`config.mk`:
```
export PLATFORM = sky130hd
export DESIGN_NAME = bldc_constant_off_time_pwm
export DESIGN_NICKNAME = d
export VERILOG_FILES = /design/src/bldc_pwm_pkg.sv /design/src/bldc_constant_off_time_pwm.sv /design/src/pin_sync.sv
export SDC_FILE = /design/constraint.sdc
export NUM_CORES = 1
export LEC_CHECK = 0
export ABC_AREA = 0
export BUFFER_PORTS_ARGS = -buffer_cell sky130_fd_sc_hd__clkbuf_2
export CAP_MARGIN = 20
export CORE_ASPECT_RATIO = 0.9
export CORE_MARGIN = 2
export CORE_UTILIZATION = 40
export CTS_CLUSTER_SIZE = 28
export DETAILED_ROUTE_END_ITERATION = 10
export GPL_TIMING_DRIVEN = 0
export PLACE_DENSITY = 0.59
export SETUP_SLACK_MARGIN = 0.15
export SYNTH_ARGS = -nofsm -noshare
export SYNTH_HDL_FRONTEND = slang
export SYNTH_SLANG_ARGS = --single-unit
```
`constraint.sdc`:
```
create_clock -name clk_sys -period 3.74 [get_ports clk_sys]
set_input_delay 0.748 -clock clk_sys [delete_from_list [all_inputs] [get_ports clk_sys]]
set_output_delay 0.748 -clock clk_sys [all_outputs]
set_load 0.03 [all_outputs]
```
`src/bldc_pwm_pkg.sv`:
```
// Shared constants and types for the constant off-time bridge controller.
// Assumes a 250 MHz system clock; every timing count except the off interval is derived from it here.
package bldc_pwm_pkg;
  localparam int CLK_MHZ = 250;
  // Printed times in nanoseconds, pump frequency in kilohertz
  localparam int LEG_DEADTIME_NS = 1000;
  localparam int COMPARATOR_MASK_TIME_NS = 1000;
  localparam int MINIMUM_ON_INTERVAL_NS = 1500;
  localparam int OFF_INTERVAL_NS = 13000;
  localparam int RC_RECHARGE_NS = 600;
  localparam int PUMP_FREQ_KHZ = 600;
  // Counts of clock cycles; least times round up, half period rounds down
  localparam int LEG_DEADTIME_CYC = (LEG_DEADTIME_NS * CLK_MHZ + 999) / 1000;
  localparam int MASK_TIME_CYC = (COMPARATOR_MASK_TIME_NS * CLK_MHZ + 999) / 1000;
  localparam int MIN_ON_CYC = (MINIMUM_ON_INTERVAL_NS * CLK_MHZ + 999) / 1000;
  localparam int RC_RECHARGE_CYC = (RC_RECHARGE_NS * CLK_MHZ + 999) / 1000;
  localparam int PUMP_HALF_CYC = (CLK_MHZ * 1000) / (2 * PUMP_FREQ_KHZ);
  localparam int CNT_W = 16;
  // Sequencer states, one-hot
  typedef enum logic [4:0] {
    S_IDLE = 5'h01,
    S_ON = 5'h02,
    S_DT_OFF = 5'h04,
    S_SYNC = 5'h08,
    S_DT_ON = 5'h10
  } seq_state_t;
endpackage : bldc_pwm_pkg

```
`src/bldc_constant_off_time_pwm.sv`:
```
// Constant off-time current chopper and bridge switch sequencer, three legs.
// Assumes comparator, rotor sensors, enable and overcurrent arrive as async pins.
`timescale 1ns/1ns
module bldc_constant_off_time_pwm #(
  parameter int OFF_CYC = (bldc_pwm_pkg::OFF_INTERVAL_NS * bldc_pwm_pkg::CLK_MHZ) / 1000
) (
  input wire logic clk_sys,
  input wire logic rst,
  input wire logic enable_in,
  input wire logic sense_above_ref,
  input wire logic rotor_sensor_1,
  input wire logic rotor_sensor_2,
  input wire logic rotor_sensor_3,
  input wire logic direction_select,
  input wire logic overcurrent_in,
  output logic [2:0] gate_hi,
  output logic [2:0] gate_lo,
  output logic pump_oscillator_out,
  output logic fault_flag_out,
  output logic fault_flag_oe_n
);
  localparam logic [15:0] DT = 16'(bldc_pwm_pkg::LEG_DEADTIME_CYC);
  localparam logic [15:0] MASK = 16'(bldc_pwm_pkg::MASK_TIME_CYC);
  localparam logic [15:0] MINON = 16'(bldc_pwm_pkg::MIN_ON_CYC);
  localparam logic [15:0] RCR = 16'(bldc_pwm_pkg::RC_RECHARGE_CYC);
  localparam logic [15:0] PHALF = 16'(bldc_pwm_pkg::PUMP_HALF_CYC);
  localparam logic [15:0] OFFC = 16'(OFF_CYC);

  logic [6:0] pins_sync;
  logic en_s, cmp_s, dir_s, ocd_s;
  logic [2:0] hall_s;
  bldc_pwm_pkg::seq_state_t state_reg;
  logic [3:0] pat_reg, pat_now;
  logic [15:0] tmr_reg, off_reg, on_cnt_reg, rc_reg, pump_cnt_reg, off_load;
  logic trig, pat_chg;

  pin_sync #(.W(7)) u_sync (
    .clk_sys(clk_sys),
    .rst(rst),
    .async_in({enable_in, sense_above_ref, direction_select, overcurrent_in,
               rotor_sensor_1, rotor_sensor_2, rotor_sensor_3}),
    .sync_out(pins_sync)
  );
  assign {en_s, cmp_s, dir_s, ocd_s, hall_s} = pins_sync;

  // Rotor code to {source leg, sink leg}; reverse swaps the two roles
  function automatic logic [3:0] leg_decode(input logic [2:0] h, input logic fwd);
    logic [3:0] p;
    p = 4'h0;
    case (h)
      3'h4: p = {2'h0, 2'h2};
      3'h6: p = {2'h1, 2'h2};
      3'h2, 3'h7: p = {2'h1, 2'h0};
      3'h3: p = {2'h2, 2'h0};
      3'h1: p = {2'h2, 2'h1};
      default: p = {2'h0, 2'h1};
    endcase
    return fwd ? p : {p[1:0], p[3:2]};
  endfunction : leg_decode

  assign pat_now = leg_decode(hall_s, dir_s);
  assign pat_chg = pat_now != pat_reg;
  // Trip only after the mask and the minimum on time have run out
  assign trig = cmp_s && on_cnt_reg >= MASK && on_cnt_reg >= MINON;
  // Uncharged timing element shortens the next off interval
  assign off_load = (rc_reg >= OFFC) ? 16'h0001 : OFFC - rc_reg;

  // Sequencer; any commutation or disable passes through all-off for a deadtime
  always_ff @(posedge clk_sys) begin
    if (rst) begin
      state_reg <= bldc_pwm_pkg::S_IDLE;
      tmr_reg <= DT;
      off_reg <= 16'h0000;
      on_cnt_reg <= 16'h0000;
      pat_reg <= 4'h1;
    end else if (!en_s || (pat_chg && state_reg != bldc_pwm_pkg::S_IDLE)) begin
      state_reg <= bldc_pwm_pkg::S_IDLE;
      tmr_reg <= DT;
      off_reg <= 16'h0000;
    end else begin
      case (state_reg)
        bldc_pwm_pkg::S_IDLE: begin
          pat_reg <= pat_now;
          if (pat_chg) begin
            tmr_reg <= DT;
          end else if (tmr_reg == 16'h0000) begin
            state_reg <= bldc_pwm_pkg::S_ON;
            on_cnt_reg <= 16'h0000;
          end else begin
            tmr_reg <= tmr_reg - 16'h0001;
          end
        end
        bldc_pwm_pkg::S_ON: begin
          if (on_cnt_reg < MINON || on_cnt_reg < MASK) begin
            on_cnt_reg <= on_cnt_reg + 16'h0001;
          end
          if (trig) begin
            state_reg <= bldc_pwm_pkg::S_DT_OFF;
            tmr_reg <= DT;
            off_reg <= off_load;
          end
        end
        bldc_pwm_pkg::S_DT_OFF, bldc_pwm_pkg::S_SYNC: begin
          off_reg <= off_reg - 16'h0001;
          tmr_reg <= (tmr_reg == 16'h0000) ? 16'h0000 : tmr_reg - 16'h0001;
          if (off_reg == 16'h0001) begin
            state_reg <= bldc_pwm_pkg::S_DT_ON;
            tmr_reg <= DT;
          end else if (state_reg == bldc_pwm_pkg::S_DT_OFF && tmr_reg == 16'h0000) begin
            state_reg <= bldc_pwm_pkg::S_SYNC;
          end
        end
        bldc_pwm_pkg::S_DT_ON: begin
          if (tmr_reg == 16'h0000) begin
            state_reg <= bldc_pwm_pkg::S_ON;
            on_cnt_reg <= 16'h0000;
          end else begin
            tmr_reg <= tmr_reg - 16'h0001;
          end
        end
        default: begin
          state_reg <= bldc_pwm_pkg::S_IDLE;
          tmr_reg <= DT;
        end
      endcase
    end
  end

  // Timing element recharges after each off interval ends
  always_ff @(posedge clk_sys) begin
    if (rst) begin
      rc_reg <= 16'h0000;
    end else if ((state_reg == bldc_pwm_pkg::S_SYNC || state_reg == bldc_pwm_pkg::S_DT_OFF)
                 && off_reg == 16'h0001) begin
      // A short off that never reached rectification still recharges the element
      rc_reg <= RCR;
    end else if (rc_reg != 16'h0000) begin
      rc_reg <= rc_reg - 16'h0001;
    end
  end

  // Gate drive: source upper held, sink alternates lower and upper
  always_ff @(posedge clk_sys) begin
    if (rst) begin
      gate_hi <= 3'h0;
      gate_lo <= 3'h0;
    end else begin
      gate_hi <= 3'h0;
      gate_lo <= 3'h0;
      if (state_reg != bldc_pwm_pkg::S_IDLE) begin
        gate_hi[pat_reg[3:2]] <= 1'b1;
      end
      if (state_reg == bldc_pwm_pkg::S_ON) begin
        gate_lo[pat_reg[1:0]] <= 1'b1;
      end
      if (state_reg == bldc_pwm_pkg::S_SYNC) begin
        gate_hi[pat_reg[1:0]] <= 1'b1;
      end
    end
  end

  // Free-running pump oscillator, independent of enable
  always_ff @(posedge clk_sys) begin
    if (rst) begin
      pump_cnt_reg <= 16'h0000;
      pump_oscillator_out <= 1'b0;
    end else if (pump_cnt_reg == PHALF - 16'h0001) begin
      pump_cnt_reg <= 16'h0000;
      pump_oscillator_out <= ~pump_oscillator_out;
    end else begin
      pump_cnt_reg <= pump_cnt_reg + 16'h0001;
    end
  end

  // Open-drain fault: drive low while overcurrent is seen
  always_ff @(posedge clk_sys) begin
    if (rst) begin
      fault_flag_out <= 1'b0;
      fault_flag_oe_n <= 1'b1;
    end else begin
      fault_flag_out <= 1'b0;
      fault_flag_oe_n <= ~ocd_s;
    end
  end

  // Per-leg count of cycles with both switches off, for the deadtime check
  genvar g;
  generate
    for (g = 0; g < 3; g++) begin : g_leg
      // One counter per leg keeps each process the only writer of its variable
      logic [15:0] quiet_reg;
      always_ff @(posedge clk_sys) begin
        if (rst) begin
          quiet_reg <= 16'hffff;
        end else if (gate_hi[g] || gate_lo[g]) begin
          quiet_reg <= 16'h0000;
        end else if (quiet_reg != 16'hffff) begin
          quiet_reg <= quiet_reg + 16'h0001;
        end
      end
      a_leg_deadtime: assert property (@(posedge clk_sys) disable iff (rst)
        ($rose(gate_hi[g]) || $rose(gate_lo[g])) |-> $past(quiet_reg) >= DT - 16'h0001
        && !(gate_hi[g] && gate_lo[g])) else $error("Leg switched without deadtime");
    end
  endgenerate

  a_trip_starts_off: assert property (@(posedge clk_sys) disable iff (rst)
    state_reg == bldc_pwm_pkg::S_ON && trig && en_s && !pat_chg
    |=> state_reg == bldc_pwm_pkg::S_DT_OFF ##1 gate_lo == 3'h0)
    else $error("Comparator trip did not start off phase");
  a_off_expiry: assert property (@(posedge clk_sys) disable iff (rst)
    state_reg == bldc_pwm_pkg::S_SYNC && off_reg == 16'h0001 && en_s && !pat_chg
    |=> state_reg == bldc_pwm_pkg::S_DT_ON) else $error("Off timer expiry ignored");
  a_reon_delay: assert property (@(posedge clk_sys) disable iff (rst)
    $rose(state_reg == bldc_pwm_pkg::S_DT_ON) |-> tmr_reg == DT
    && gate_lo == 3'h0) else $error("Turn-on not delayed by deadtime");
  a_mask_window: assert property (@(posedge clk_sys) disable iff (rst)
    state_reg == bldc_pwm_pkg::S_ON && on_cnt_reg < MASK
    |=> state_reg != bldc_pwm_pkg::S_DT_OFF) else $error("Trip inside mask window");
  a_min_on: assert property (@(posedge clk_sys) disable iff (rst)
    state_reg == bldc_pwm_pkg::S_ON && on_cnt_reg < MINON
    |=> state_reg != bldc_pwm_pkg::S_DT_OFF) else $error("On phase below minimum");
  a_short_off: assert property (@(posedge clk_sys) disable iff (rst)
    $rose(state_reg == bldc_pwm_pkg::S_DT_OFF) |-> off_reg >= 16'h0001 && off_reg <= OFFC)
    else $error("Off interval load out of range");
  a_two_legs: assert property (@(posedge clk_sys) disable iff (rst)
    $countones(gate_hi | gate_lo) <= 2) else $error("Third leg active");
  a_sync_rect: assert property (@(posedge clk_sys) disable iff (rst)
    state_reg == bldc_pwm_pkg::S_SYNC && $past(state_reg == bldc_pwm_pkg::S_SYNC)
    |=> $countones(gate_hi) == 2) else $error("Rectifier upper not on");
  a_pump_toggle: assert property (@(posedge clk_sys) disable iff (rst)
    pump_cnt_reg == PHALF - 16'h0001 |=> $changed(pump_oscillator_out)
    ##1 $stable(pump_oscillator_out)) else $error("Pump oscillator stalled");
  a_fault_drive: assert property (@(posedge clk_sys) disable iff (rst)
    ocd_s |=> !fault_flag_oe_n && !fault_flag_out) else $error("Fault output not pulled low");
  a_disable_off: assert property (@(posedge clk_sys) disable iff (rst)
    !en_s |=> ##1 gate_hi == 3'h0 && gate_lo == 3'h0) else $error("Bridge on while disabled");

  c_trip: cover property (@(posedge clk_sys) disable iff (rst)
    state_reg == bldc_pwm_pkg::S_ON ##1 state_reg == bldc_pwm_pkg::S_DT_OFF);
  c_sync: cover property (@(posedge clk_sys) disable iff (rst)
    state_reg == bldc_pwm_pkg::S_SYNC ##1 state_reg == bldc_pwm_pkg::S_DT_ON);
  c_short_off: cover property (@(posedge clk_sys) disable iff (rst)
    $rose(state_reg == bldc_pwm_pkg::S_DT_OFF) && rc_reg != 16'h0000);
  c_commutate: cover property (@(posedge clk_sys) disable iff (rst)
    state_reg == bldc_pwm_pkg::S_ON && pat_chg && en_s);
endmodule : bldc_constant_off_time_pwm

```
`src/pin_sync.sv`:
```
// Two-flop synchroniser for a group of asynchronous pins.
// Assumes each bit is an independent level; no bus coherency is promised.
`timescale 1ns/1ns
module pin_sync #(
  parameter int W = 1
) (
  input wire logic clk_sys,
  input wire logic rst,
  input wire logic [W-1:0] async_in,
  output logic [W-1:0] sync_out
);
  logic [W-1:0] meta_reg;

  // First stage feeds only the second stage
  always_ff @(posedge clk_sys) begin
    if (rst) begin
      meta_reg <= '0;
      sync_out <= '0;
    end else begin
      meta_reg <= async_in;
      sync_out <= meta_reg;
    end
  end
endmodule : pin_sync

```
==> metrics.txt, run 1 <==
# TYPE chip_impl_metric gauge
chip_impl_info{name="run_status",value="finished clean"} 1
chip_impl_metric{name="floorplan.die_area",unit="um2"} 15300
chip_impl_info{name="critical_path_class",value="reg2reg"} 1
chip_impl_metric{name="drive_gt1_frac",unit=""} 0.0744
chip_impl_metric{name="detailroute.wirelength.met3",unit="um"} 660
chip_impl_metric{name="max-vdd-ir-drop",unit="mV"} 0.296
chip_impl_metric{name="die_height",unit="um"} 118
chip_impl_metric{name="synthCells",unit=""} 706
chip_impl_metric{name="final-hold-violation-count",unit=""} 0
chip_impl_metric{name="post-cts-setup-buffers",unit=""} 0
chip_impl_metric{name="clkLatencyLatePin",unit="ns"} 0.36
chip_impl_metric{name="hold_buffers",unit=""} 0
chip_impl_metric{name="via_count",unit=""} 5170
chip_impl_metric{name="placement_stage_worst_setup_slack",unit="ns"} 0.493
chip_impl_metric{name="slew_headroom",unit=""} 0.404
chip_impl_metric{name="period_minus_slack",unit="ns"} 3.35
chip_impl_metric{name="first_global_vias",unit=""} 4987
chip_impl_metric{name="switching_power",unit="uW"} 885
chip_impl_metric{name="rows",unit=""} 41
chip_impl_metric{name="finalCoreUtilization",unit=""} 0.456
chip_impl_metric{name="io_buffers",unit=""} 16
chip_impl_metric{name="initial_antenna_violation_count",unit=""} 0
chip_impl_metric{name="post-place-cells",unit=""} 916
chip_impl_metric{name="pwr-share-clk",unit=""} 0.358
chip_impl_metric{name="totalWireLength",unit="mm"} 14.1
chip_impl_info{name="clock_tree.root_cell",value="clkbuf_16"} 1
chip_impl_metric{name="synth_top_area_share",unit=""} 0.388
chip_impl_metric{name="vias_per_cell",unit=""} 5.55
chip_impl_info{name="hp-class",value="reg2reg"} 1
chip_impl_metric{name="synth-seq-area-share",unit=""} 0.388
chip_impl_metric{name="cts_repair_resize_count",unit=""} 0
chip_impl_metric{name="dr_wl_met2",unit="mm"} 6.43
chip_impl_metric{name="drt-initial-drc-count",unit=""} 394
chip_impl_metric{name="pins_over_slew_limit",unit=""} 0
chip_impl_metric{name="overflow",unit=""} 0
chip_impl_metric{name="area_growth",unit="%"} 11.4
chip_impl_metric{name="power_leakage",unit="nW"} 2.27
chip_impl_info{name="top_routing_layer_in_use",value="met4"} 1
chip_impl_metric{name="timing.setup.tns",unit="ns"} 0
chip_impl_metric{name="maxCapViolCount",unit=""} 0
chip_impl_metric{name="synthesized_nets",unit=""} 725
chip_impl_info{name="worst_setup_path_start_kind",value="register"} 1
chip_impl_metric{name="actual_transition_at_the_worst_max_transition_pin",unit="ns"} 0.887
chip_impl_metric{name="distinct_cell_type_count_after_synthesis",unit=""} 67
chip_impl_metric{name="post-route-worst-setup-slack",unit="ns"} 0.386
chip_impl_info{name="synth_top_area_cell",value="dfxtp_1"} 1
chip_impl_metric{name="synth_async_sr_flop_share",unit=""} 0
chip_impl_metric{name="core_area",unit="um2"} 14000
chip_impl_metric{name="postSynthRegisterBits",unit=""} 111
chip_impl_metric{name="cts.htree.levels",unit=""} 3
chip_impl_metric{name="max_freq",unit="GHz"} 0.298
chip_impl_metric{name="gp_congestion",unit=""} 0.912
chip_impl_metric{name="route.antenna.remaining_nets",unit=""} 0
chip_impl_metric{name="finClkSkew",unit="ns"} 0.00636
chip_impl_metric{name="layoutNonFillerInstCount",unit=""} 932
chip_impl_info{name="netlist_top_cells_count",value="111 x dfxtp_1, 81 x nor2_1, 63 x nand2_1"} 1
chip_impl_metric{name="worst_setup_hold_path_clk_slew",unit="ns"} 0.08
chip_impl_metric{name="routedLengthMet1",unit="mm"} 6.93
chip_impl_metric{name="p_per_area",unit="nW/um2"} 465
chip_impl_info{name="grt_setup_unrepaired",value="false"} 1
chip_impl_metric{name="detailedRoute.firstPassIterationCount",unit=""} 8
chip_impl_info{name="yosys_most_used_dff",value="dfxtp_1"} 1
chip_impl_metric{name="tritoncts.num_buffers",unit=""} 9
chip_impl_metric{name="drc",unit=""} 0
chip_impl_metric{name="detailedPlacementHpwl",unit="mm"} 10.2
chip_impl_metric{name="netSwitchingFraction",unit=""} 0.298
chip_impl_metric{name="timing.final.setup_violations",unit=""} 0
chip_impl_info{name="yosysMostFrequentCell",value="dfxtp_1"} 1
chip_impl_info{name="ys_top_cells_by_area",value="dfxtp_1 39%, nor2_1 5.3%, a21oi_1 4.5%"} 1
chip_impl_metric{name="largest_net_degree_at_the_start_of_global_routing",unit=""} 20
chip_impl_metric{name="floorplan.die.width",unit="um"} 130
chip_impl_metric{name="period_share",unit=""} 0.897
chip_impl_metric{name="synth-warning-count",unit=""} 0
chip_impl_metric{name="grt.total_usage",unit=""} 0.192
chip_impl_metric{name="comb_power_share",unit=""} 0.204
chip_impl_metric{name="num-fill-cells",unit=""} 1366
chip_impl_metric{name="intPower",unit="mW"} 2.09
chip_impl_metric{name="critical_path_arrival",unit="ns"} 3.58
chip_impl_metric{name="peak_fanout_along_the_critical_path",unit=""} 9
chip_impl_metric{name="final_nets",unit=""} 753
chip_impl_metric{name="clkSinkCount",unit=""} 111
chip_impl_metric{name="number_of_diodes",unit=""} 0
chip_impl_metric{name="num_io_pins",unit=""} 18
chip_impl_metric{name="timing.critical_path.required",unit="ns"} 3.97
chip_impl_metric{name="floorplan.initialDensity",unit=""} 0.409
chip_impl_metric{name="routed_wire_length_per_instance",unit="um"} 15.1
chip_impl_metric{name="synthesis.area",unit="um2"} 5730
chip_impl_metric{name="synth_enable_flop_cells",unit=""} 0
chip_impl_info{name="end_kind",value="register"} 1
chip_impl_info{name="tritoncts",value="yes"} 1
chip_impl_metric{name="avgSynthCellArea",unit="um2"} 8.11
chip_impl_metric{name="power_share_of_the_sequential_group",unit=""} 0.438
chip_impl_metric{name="cts.path.max_buffers",unit=""} 2
chip_impl_metric{name="grt_pass1_wl",unit="mm"} 23.9
==> area by class of cell <==
| cell class | count | area (um2) | area share |
|---|---|---|---|
| Timing Repair Buffer | 17 | 87.6 | 0.0137 |
| Tap cell | 193 | 241 | 0.0378 |
| Clock inverter | 6 | 97.6 | 0.0153 |
| Sequential cell | 111 | 2220 | 0.348 |
| Clock buffer | 10 | 229 | 0.0359 |
| Inverter | 17 | 66.3 | 0.0104 |
| Buffer | 32 | 140 | 0.0220 |
| Multi-Input combinational cell | 546 | 3300 | 0.517 |
==> path summary, 6_finish.rpt <==
kind                      start         endpoint  slack, ns  depth (start not counted)
max                  tmr_reg[0]   on_cnt_reg[10]       0.39                         10
min          u_sync.sync_out[3]  fault_flag_oe_n       0.38                          1
max reg2reg          tmr_reg[0]   on_cnt_reg[10]       0.39                         10
min reg2reg  u_sync.sync_out[3]  fault_flag_oe_n       0.38                          1
==> power by group through the flow <==
stage               registers, mW  logic [mW]  clock network [mW]
floorplan                    1.31       0.473                   0
detailed placement           1.33       0.599                   0
global placement             1.32       0.587                   0
CTS                          1.30       0.602                1.10
finish                       1.30       0.606                1.06
global route                 1.31       0.667                1.14
==> worst max-delay path, stage by stage (launching register included) <==
cell	delay, ns
dfxtp_1	0.33
inv_1	0.12
ha_1	0.22
or3b_2	0.45
clkbuf_1	0.19
nor4_1	0.57
nand3_1	0.25
nor2_1	0.17
o211ai_1	0.26
o21bai_1	0.55
nor2_1	0.09
==> cell usage in the layout (no fill, tap or decap), drive strengths merged, types with 9 or more instances in the layout <==
cell    count
nor2       81
nor3       30
nand3      15
nand2b     10
dfxtp     111
a21oi      53
xor2       16
or4         9
nor2b      24
ha         10
inv        21
nor4       20
xnor2      21
o21ai      43
clkbuf     54
nand2      63
or3        20
==> per-stage QoR <==
step | power [mW] | hold WS, ns | instance area, um2
after floorplan | 1.78 | 0.356 | 5730
after global placement | 1.91 | 0.362 | 6050
after detailed placement | 1.93 | 0.367 | 6060
after CTS | 3.00 | 0.385 | 6380
after global routing | 3.12 | 0.421 | 6380
final | 2.97 | 0.384 | 6380
==> metal layers <==
| layer | GRT usage | vias to the layer above |
|---|---|---|
| li1 | - | 2605 |
| met3 | 0.0486 | 6 |
| met2 | 0.299 | 103 |
| met5 | 0 | - |
| met1 | 0.269 | 2456 |
| met4 | 0.0376 | 0 |
==> logic make-up after synthesis <==
family | after synthesis | synth area share
adders and majority gates | 10 | 0.0218
xor gates and xnor gates | 37 | 0.0566
other | 1 | 0.000655
buffers and inverters | 49 | 0.0361
and+or+nand+nor | 320 | 0.295
DFF | 111 | 0.388
muxes | 4 | 0.00721
AOI/OAI and AO/OA | 174 | 0.194
Note: power is estimated with default switching activity, not from simulation.
==> inputs of run 2 (changes only) <==
--- a/config.mk
+++ b/config.mk
@@ -6,7 +6,7 @@
 export NUM_CORES = 1
 export LEC_CHECK = 0
 export ABC_AREA = 0
-export BUFFER_PORTS_ARGS = -buffer_cell sky130_fd_sc_hd__clkbuf_2
+export BUFFER_PORTS_ARGS = -buffer_cell sky130_fd_sc_hd__buf_4
 export CAP_MARGIN = 20
 export CORE_ASPECT_RATIO = 0.9
 export CORE_MARGIN = 2
==> run 2 against run 1 <==
Against the previous run: cell area up 0.53%; global-route usage up 0.40 points; utilization up 0.24 points; count of clock-buffer cells in the layout unchanged.
==> metrics.txt, run 2 (synthesized netlist as in run 1, its figures left out) <==
# TYPE chip_impl_metric gauge
chip_impl_metric{name="drc",unit=""} 0
chip_impl_metric{name="routed_wire_length_per_instance",unit="um"} 15.2
chip_impl_metric{name="clkLatencyLatePin",unit="ns"} 0.36
chip_impl_metric{name="vias_per_cell",unit=""} 5.56
chip_impl_metric{name="peak_fanout_along_the_critical_path",unit=""} 9
chip_impl_metric{name="route.antenna.remaining_nets",unit=""} 0
chip_impl_metric{name="finalCoreUtilization",unit=""} 0.458
chip_impl_metric{name="timing.critical_path.slowest_cell_delay",unit="ns"} 0.51
chip_impl_metric{name="clkSinkCount",unit=""} 111
chip_impl_metric{name="drt-initial-drc-count",unit=""} 414
chip_impl_metric{name="finClkSkew",unit="ns"} 0.0102
chip_impl_metric{name="die_height",unit="um"} 118
chip_impl_metric{name="largest_net_degree_at_the_start_of_global_routing",unit=""} 20
chip_impl_metric{name="io_buffers",unit=""} 16
chip_impl_metric{name="cts.path.max_buffers",unit=""} 2
chip_impl_metric{name="final-hold-violation-count",unit=""} 0
chip_impl_info{name="mostFrequentLayoutCell",value="dfxtp_1"} 1
chip_impl_metric{name="rows",unit=""} 41
chip_impl_metric{name="area_growth",unit="%"} 12.0
chip_impl_metric{name="timing.critical_path.required",unit="ns"} 4.04
chip_impl_metric{name="final_nets",unit=""} 753
chip_impl_metric{name="cts.htree.levels",unit=""} 3
chip_impl_metric{name="floorplan.die.width",unit="um"} 130
chip_impl_metric{name="maxCapViolCount",unit=""} 0
chip_impl_metric{name="detailedRoute.firstPassIterationCount",unit=""} 7
chip_impl_metric{name="first_global_vias",unit=""} 5013
chip_impl_info{name="grt_setup_unrepaired",value="false"} 1
chip_impl_metric{name="period_share",unit=""} 0.845
chip_impl_info{name="critical_path_class",value="reg2reg"} 1
chip_impl_metric{name="tritoncts.num_buffers",unit=""} 9
chip_impl_metric{name="drive_gt1_frac",unit=""} 0.0771
chip_impl_info{name="hp-class",value="reg2reg"} 1
chip_impl_metric{name="detailedPlacementHpwl",unit="mm"} 10.3
chip_impl_metric{name="via_count",unit=""} 5178
chip_impl_metric{name="max-vdd-ir-drop",unit="mV"} 0.262
chip_impl_metric{name="grt.total_usage",unit=""} 0.196
chip_impl_metric{name="timing.setup.tns",unit="ns"} 0
chip_impl_info{name="clock_tree.root_cell",value="clkbuf_16"} 1
chip_impl_metric{name="critical_path_arrival",unit="ns"} 3.46
chip_impl_info{name="critical_path.cell_chain",value="inv_1 -> ha_1 -> or3b_2 -> clkbuf_1 -> nor4_1 -> nand3_1 -> nor2_1 -> o211ai_1 -> or3_1 -> a21oi_1"} 1
chip_impl_info{name="tritoncts",value="yes"} 1
chip_impl_info{name="worst_setup_path_start_kind",value="register"} 1
chip_impl_metric{name="pins_over_slew_limit",unit=""} 0
chip_impl_metric{name="totalWireLength",unit="mm"} 14.1
chip_impl_metric{name="num-fill-cells",unit=""} 1377
chip_impl_info{name="run_status",value="finished clean"} 1
chip_impl_metric{name="placedInstanceArea",unit="um2"} 6100
chip_impl_metric{name="worst_setup_hold_path_clk_slew",unit="ns"} 0.08
chip_impl_info{name="worst_path_max_delay_cell",value="nor4_1"} 1
chip_impl_metric{name="number_of_diodes",unit=""} 0
chip_impl_metric{name="grt_pass1_wl",unit="mm"} 24.4
chip_impl_metric{name="floorplan.die_area",unit="um2"} 15300
chip_impl_metric{name="slew_headroom",unit=""} 0.416
chip_impl_metric{name="actual_transition_at_the_worst_max_transition_pin",unit="ns"} 0.867
chip_impl_metric{name="initial_antenna_violation_count",unit=""} 0
chip_impl_metric{name="whs",unit="ns"} 0.382
chip_impl_metric{name="hold_buffers",unit=""} 0
chip_impl_metric{name="max_freq",unit="GHz"} 0.316
chip_impl_info{name="end_kind",value="register"} 1
chip_impl_info{name="most_frequent_cells_in_the_layout",value="111 x dfxtp_1, 81 x nor2_1, 63 x nand2_1, 52 x a21oi_1, 42 x o21ai_0"} 1
chip_impl_metric{name="floorplan.initialDensity",unit=""} 0.409
chip_impl_metric{name="core_area",unit="um2"} 14000
chip_impl_metric{name="final_std_cell_area_no_fill",unit="um2"} 6420
chip_impl_metric{name="gp_congestion",unit=""} 0.910
chip_impl_metric{name="timing.final.setup_violations",unit=""} 0
chip_impl_metric{name="num_io_pins",unit=""} 18
chip_impl_metric{name="overflow",unit=""} 0
chip_impl_metric{name="post-cts-setup-buffers",unit=""} 0
chip_impl_metric{name="p_per_area",unit="nW/um2"} 457
chip_impl_metric{name="period_minus_slack",unit="ns"} 3.16
chip_impl_metric{name="power_leakage",unit="nW"} 2.28
run 2: cell types whose count changed in the layout (fill, tap and decap cells not counted), sizes merged:
cell	before	now
buf	5	21
clkinv	0	2
clkbuf	54	38
inv	21	20
bufinv	2	1
run 2: final timing paths:
kind                 startpoint              end  slack [ns]  cells after the start
max reg2reg          tmr_reg[0]    on_cnt_reg[1]        0.58                     10
min          u_sync.sync_out[3]  fault_flag_oe_n        0.38                      1
min reg2reg  u_sync.sync_out[3]  fault_flag_oe_n        0.38                      1
max                  tmr_reg[0]    on_cnt_reg[1]        0.58                     10
run 2: critical path, delay by kind of cell, from the launching register on:
kind                     cells  cell delay, ns
AND/OR/NAND/NOR              5            1.83
AO/OA/AOI/OAI                2            0.41
flip-flops                   1            0.33
buffers and inverters        2            0.29
adder cells (fa/ha/maj)      1            0.23
run 2: report_power, final:
part	switching [mW]	internal (mW)	total [mW]
combinational	0.353	0.248	0.601
clock	0.478	0.551	1.03
sequential	0.0606	1.24	1.30
total	0.892	2.04	2.93
run 2: final cells by class:
| cell class | count | area (um2) | area share |
|---|---|---|---|
| plain buffers | 32 | 140 | 0.0218 |
| clock buffers | 10 | 239 | 0.0372 |
| clock inverters | 6 | 77.6 | 0.0121 |
| inverters | 17 | 66.3 | 0.0103 |
| multi-input cells | 546 | 3300 | 0.515 |
| flip-flops and latches | 111 | 2220 | 0.346 |
| well taps | 193 | 241 | 0.0376 |
| repair buffers | 17 | 128 | 0.0199 |
run 2: per-layer routing:
metal,up-vias,part of all wire,track usage
met3,16,0.043,0.0455
met1,2471,0.50,0.283
met2,99,0.45,0.291
li1,2592,-,-
met4,0,0.010,0.0531
met5,-,0,0
run 2: per-stage QoR:
stage / power (mW) / std cells / worst slack [ns]
4_1_cts: 2.96 / 932 / 0.529
3_3_place_gp: 1.91 / 915 / 0.535
2_1_floorplan: 1.78 / 706 / 1.02
6_report: 2.93 / 932 / 0.578
3_5_place_dp: 1.92 / 916 / 0.556
5_1_grt: 3.09 / 932 / 0.249
run 2: timing repair:
item	in CTS	in global routing
gates resized for setup	0	1
hold endpoints to repair	0	0
setup endpoints to repair	0	5
==> inputs of run 3 (changes only) <==
--- a/config.mk
+++ b/config.mk
@@ -5,7 +5,7 @@
 export SDC_FILE = /design/constraint.sdc
 export NUM_CORES = 1
 export LEC_CHECK = 0
-export ABC_AREA = 0
+export ABC_AREA = 1
 export BUFFER_PORTS_ARGS = -buffer_cell sky130_fd_sc_hd__buf_4
 export CAP_MARGIN = 20
 export CORE_ASPECT_RATIO = 0.9
==> constraint.sdc (replaced) <==
create_clock -name clk_sys -period 3.3 [get_ports clk_sys]
set_input_delay 0.66 -clock clk_sys [delete_from_list [all_inputs] [get_ports clk_sys]]
set_output_delay 0.66 -clock clk_sys [all_outputs]
set_load 0.03 [all_outputs]
==> run 3 against run 2 <==
Against the previous run: final cell count is 25% higher; utilization is 0.70 points lower; die area is 8.8% higher; worst hold slack better by 0.019 ns; maximum frequency is 45% higher; clock power is 7% higher; synthesized area is 9.2% higher; clock skew is 0.0018 ns higher; largest cell class unchanged.
==> metrics.txt, run 3 <==
# TYPE chip_impl_metric gauge
chip_impl_metric{name="clkSinkCount",unit=""} 111
chip_impl_metric{name="switching_power",unit="mW"} 1.54
chip_impl_metric{name="tritoncts.num_buffers",unit=""} 9
chip_impl_metric{name="pwr-share-clk",unit=""} 0.278
chip_impl_metric{name="multi_input_comb_area",unit="um2"} 3310
chip_impl_metric{name="timing.final.setup_violations",unit=""} 0
chip_impl_info{name="yosys_most_used_dff",value="dfxtp_1"} 1
chip_impl_metric{name="p_per_area",unit="nW/um2"} 574
chip_impl_metric{name="postSynthRegisterBits",unit=""} 111
chip_impl_metric{name="area_growth",unit="%"} 10.7
chip_impl_info{name="hp-class",value="reg2reg"} 1
chip_impl_metric{name="drc",unit=""} 0
chip_impl_metric{name="synthCells",unit=""} 928
chip_impl_metric{name="finClkSkew",unit="ns"} 0.0121
chip_impl_metric{name="floorplan.die_area",unit="um2"} 16600
chip_impl_info{name="critical_path_class",value="reg2reg"} 1
chip_impl_metric{name="actual_transition_at_the_worst_max_transition_pin",unit="ns"} 0.590
chip_impl_metric{name="synth-warning-count",unit=""} 0
chip_impl_metric{name="placedInstanceArea",unit="um2"} 6620
chip_impl_metric{name="first_global_vias",unit=""} 5057
chip_impl_metric{name="timing.critical_path.slowest_cell_delay",unit="ns"} 0.35
chip_impl_metric{name="detailedRoute.firstPassIterationCount",unit=""} 5
chip_impl_metric{name="floorplan.die.width",unit="um"} 136
chip_impl_info{name="critical_path.cell_chain",value="inv_1 -> ha_1 -> nand3_2 -> nor2_1 -> nand4_1 -> o21ai_1 -> nand3_1 -> nor2_4 -> nand3_1 -> nand2_1 -> nor2_1"} 1
chip_impl_info{name="end_kind",value="register"} 1
chip_impl_info{name="run_status",value="finished clean"} 1
chip_impl_metric{name="grt.total_usage",unit=""} 0.180
chip_impl_info{name="synth_top_area_cell",value="dfxtp_1"} 1
chip_impl_metric{name="grt_pass1_wl",unit="mm"} 24.2
chip_impl_metric{name="max_freq",unit="GHz"} 0.457
chip_impl_info{name="tritoncts",value="yes"} 1
chip_impl_info{name="critical_hold_path_startpoint",value="u_sync.meta_reg[6]"} 1
chip_impl_metric{name="floorplan.initialDensity",unit=""} 0.408
chip_impl_metric{name="cts_repair_resize_count",unit=""} 0
chip_impl_metric{name="power_leakage",unit="nW"} 3.05
chip_impl_metric{name="power_share_of_the_sequential_group",unit=""} 0.398
chip_impl_metric{name="drive_gt1_frac",unit=""} 0.121
chip_impl_metric{name="cts.path.max_buffers",unit=""} 2
chip_impl_metric{name="largest_net_degree_at_the_start_of_global_routing",unit=""} 22
chip_impl_metric{name="rows",unit=""} 43
chip_impl_metric{name="routed_wire_length_per_instance",unit="um"} 12.1
chip_impl_metric{name="pins_over_slew_limit",unit=""} 0
chip_impl_metric{name="ff2ff_setup_slack",unit="ns"} 1.11
chip_impl_metric{name="synthesized_nets",unit=""} 947
chip_impl_metric{name="synth-seq-area-share",unit=""} 0.355
chip_impl_metric{name="num-fill-cells",unit=""} 1651
chip_impl_metric{name="clkLatencyLatePin",unit="ns"} 0.36
chip_impl_info{name="hold_path_end",value="u_sync.sync_out[6]"} 1
chip_impl_metric{name="distinct_cell_type_count_after_synthesis",unit=""} 52
chip_impl_metric{name="slew_headroom",unit=""} 0.606
chip_impl_metric{name="cts.htree.levels",unit=""} 3
chip_impl_metric{name="timing.setup.tns",unit="ns"} 0
chip_impl_info{name="ys_top_cells_by_area",value="dfxtp_1 36%, nand2_1 11%, inv_1 8.4%"} 1
chip_impl_info{name="r2r-end",value="on_cnt_reg[7]"} 1
chip_impl_metric{name="ff_latch_area",unit="um2"} 2220
chip_impl_info{name="netlist_top_cells_count",value="186 x nand2_1, 140 x inv_1, 112 x nor2_1"} 1
chip_impl_metric{name="drt-initial-drc-count",unit=""} 358
chip_impl_info{name="worst_path_max_delay_cell",value="nand4_1"} 1
chip_impl_info{name="yosysMostFrequentCell",value="nand2_1"} 1
chip_impl_metric{name="worst_setup_hold_path_clk_slew",unit="ns"} 0.08
chip_impl_metric{name="final_std_cell_area_no_fill",unit="um2"} 6920
chip_impl_metric{name="die_height",unit="um"} 123
chip_impl_metric{name="intPower",unit="mW"} 2.43
chip_impl_metric{name="post-cts-setup-buffers",unit=""} 0
chip_impl_metric{name="period_minus_slack",unit="ns"} 2.19
chip_impl_metric{name="via_count",unit=""} 5609
chip_impl_metric{name="synth_async_sr_flop_share",unit=""} 0
chip_impl_info{name="worst_setup_path_start_kind",value="register"} 1
chip_impl_metric{name="whs",unit="ns"} 0.401
chip_impl_metric{name="critical_path_arrival",unit="ns"} 2.45
chip_impl_metric{name="max-vdd-ir-drop",unit="mV"} 0.343
chip_impl_metric{name="detailedPlacementHpwl",unit="mm"} 10.5
chip_impl_metric{name="number_of_diodes",unit=""} 0
chip_impl_metric{name="route.antenna.remaining_nets",unit=""} 0
chip_impl_metric{name="synth_top_area_share",unit=""} 0.355
chip_impl_info{name="mostFrequentLayoutCell",value="nand2_1"} 1
chip_impl_info{name="crit_reg_reg_startpoint",value="tmr_reg[0]"} 1
chip_impl_metric{name="maxCapViolCount",unit=""} 0
chip_impl_metric{name="post-route-worst-setup-slack",unit="ns"} 1.11
chip_impl_metric{name="worst-r2r-cell-count",unit=""} 11
chip_impl_metric{name="period_share",unit=""} 0.663
chip_impl_metric{name="netSwitchingFraction",unit=""} 0.388
chip_impl_metric{name="avgSynthCellArea",unit="um2"} 6.74
chip_impl_metric{name="report.power.total",unit="mW"} 3.97
chip_impl_metric{name="hold_buffers",unit=""} 0
chip_impl_metric{name="core_area",unit="um2"} 15300
chip_impl_metric{name="overflow",unit=""} 0
chip_impl_metric{name="synthesis.area",unit="um2"} 6250
chip_impl_metric{name="final-hold-violation-count",unit=""} 0
chip_impl_info{name="most_frequent_cells_in_the_layout",value="186 x nand2_1, 140 x inv_1, 112 x nor2_1, 111 x dfxtp_1, 69 x nand3_1"} 1
chip_impl_metric{name="initial_antenna_violation_count",unit=""} 0
chip_impl_metric{name="vias_per_cell",unit=""} 4.83
chip_impl_metric{name="final_nets",unit=""} 973
chip_impl_metric{name="io_buffers",unit=""} 15
chip_impl_metric{name="gp_congestion",unit=""} 0.861
chip_impl_metric{name="worstHoldPathCells",unit=""} 2
chip_impl_info{name="critPathLaunch",value="tmr_reg[0]"} 1
chip_impl_info{name="grt_setup_unrepaired",value="false"} 1
chip_impl_metric{name="synth_enable_flop_cells",unit=""} 0
chip_impl_metric{name="comb_power_share",unit=""} 0.324
chip_impl_metric{name="placement_stage_worst_setup_slack",unit="ns"} 0.998
chip_impl_info{name="clock_tree.root_cell",value="clkbuf_16"} 1
chip_impl_metric{name="timing.critical_path.required",unit="ns"} 3.56
chip_impl_metric{name="peak_fanout_along_the_critical_path",unit=""} 6
chip_impl_metric{name="totalWireLength",unit="mm"} 14.1
chip_impl_metric{name="num_io_pins",unit=""} 18
run 3: cell count changes after synthesis, sizes merged, moves of 13 or more:
cell,before,now
inv,17,156
nand2,63,197
nand3,15,76
nor2,81,130
clkbuf,28,4
nor2b,24,0
or3,20,0
xnor2,21,1
nor4,20,5
o21ai,43,58
nand4,5,18
run 3: worst max-delay path by stage:
stage                                  end  slack, ns  depth (start not counted)
after global placement    pump_cnt_reg[12]       0.98                          5
after floorplan                 tmr_reg[0]       1.52                         12
after global routing         on_cnt_reg[4]       0.87                         13
final                        on_cnt_reg[7]       1.11                         11
after detailed placement   pump_cnt_reg[9]        1.0                          5
after CTS                    on_cnt_reg[5]       1.12                         13
run 3: kinds of logic after synthesis:
group / share of synthesized area
simple gates: 0.351
fa+ha+maj: 0.0200
other cells: 0.000600
buf+inv: 0.115
compound gates: 0.136
xor+xnor: 0.0210
flops: 0.355
run 3: critical path: cells and delay by family (launching register included):
| family | cells | cell delay, ns |
|---|---|---|
| AOI/OAI and AO/OA | 1 | 0.27 |
| adders and majority gates | 1 | 0.21 |
| buffers and inverters | 1 | 0.09 |
| DFF | 1 | 0.33 |
| and+or+nand+nor | 8 | 1.18 |
run 3: per-layer routing:
layer | global-route usage | wire length (um) | vias to the layer above
met1 | 0.264 | 7560 | 2462
met2 | 0.272 | 5850 | 91
li1 | - | - | 3047
met5 | 0 | 0 | -
met3 | 0.0318 | 510 | 9
met4 | 0.0488 | 166 | 0
run 3: layout make-up:
| cell class | instances | area share |
|---|---|---|
| Inverter | 157 | 0.0859 |
| Multi-Input combinational cell | 643 | 0.478 |
| Tap cell | 202 | 0.0365 |
| Sequential cell | 111 | 0.321 |
| Buffer | 17 | 0.0184 |
| Clock buffer | 9 | 0.0326 |
| Timing Repair Buffer | 15 | 0.0163 |
| Clock inverter | 7 | 0.0110 |
run 3: per-stage QoR:
stage,cells,util
final,1161,0.451
after global routing,1161,0.451
after floorplan,928,-
after detailed placement,1145,0.431
after global placement,1145,0.431
after CTS,1161,0.451
run 3: power by group through the flow:
| stage | Combinational, mW | Clock, mW | Sequential, mW |
|---|---|---|---|
| finish | 1.29 | 1.10 | 1.58 |
| floorplan | 1.01 | 0 | 1.58 |
| detailed placement | 1.29 | 0 | 1.61 |
| CTS | 1.29 | 1.15 | 1.58 |
| global placement | 1.29 | 0 | 1.61 |
| global route | 1.48 | 1.18 | 1.60 |
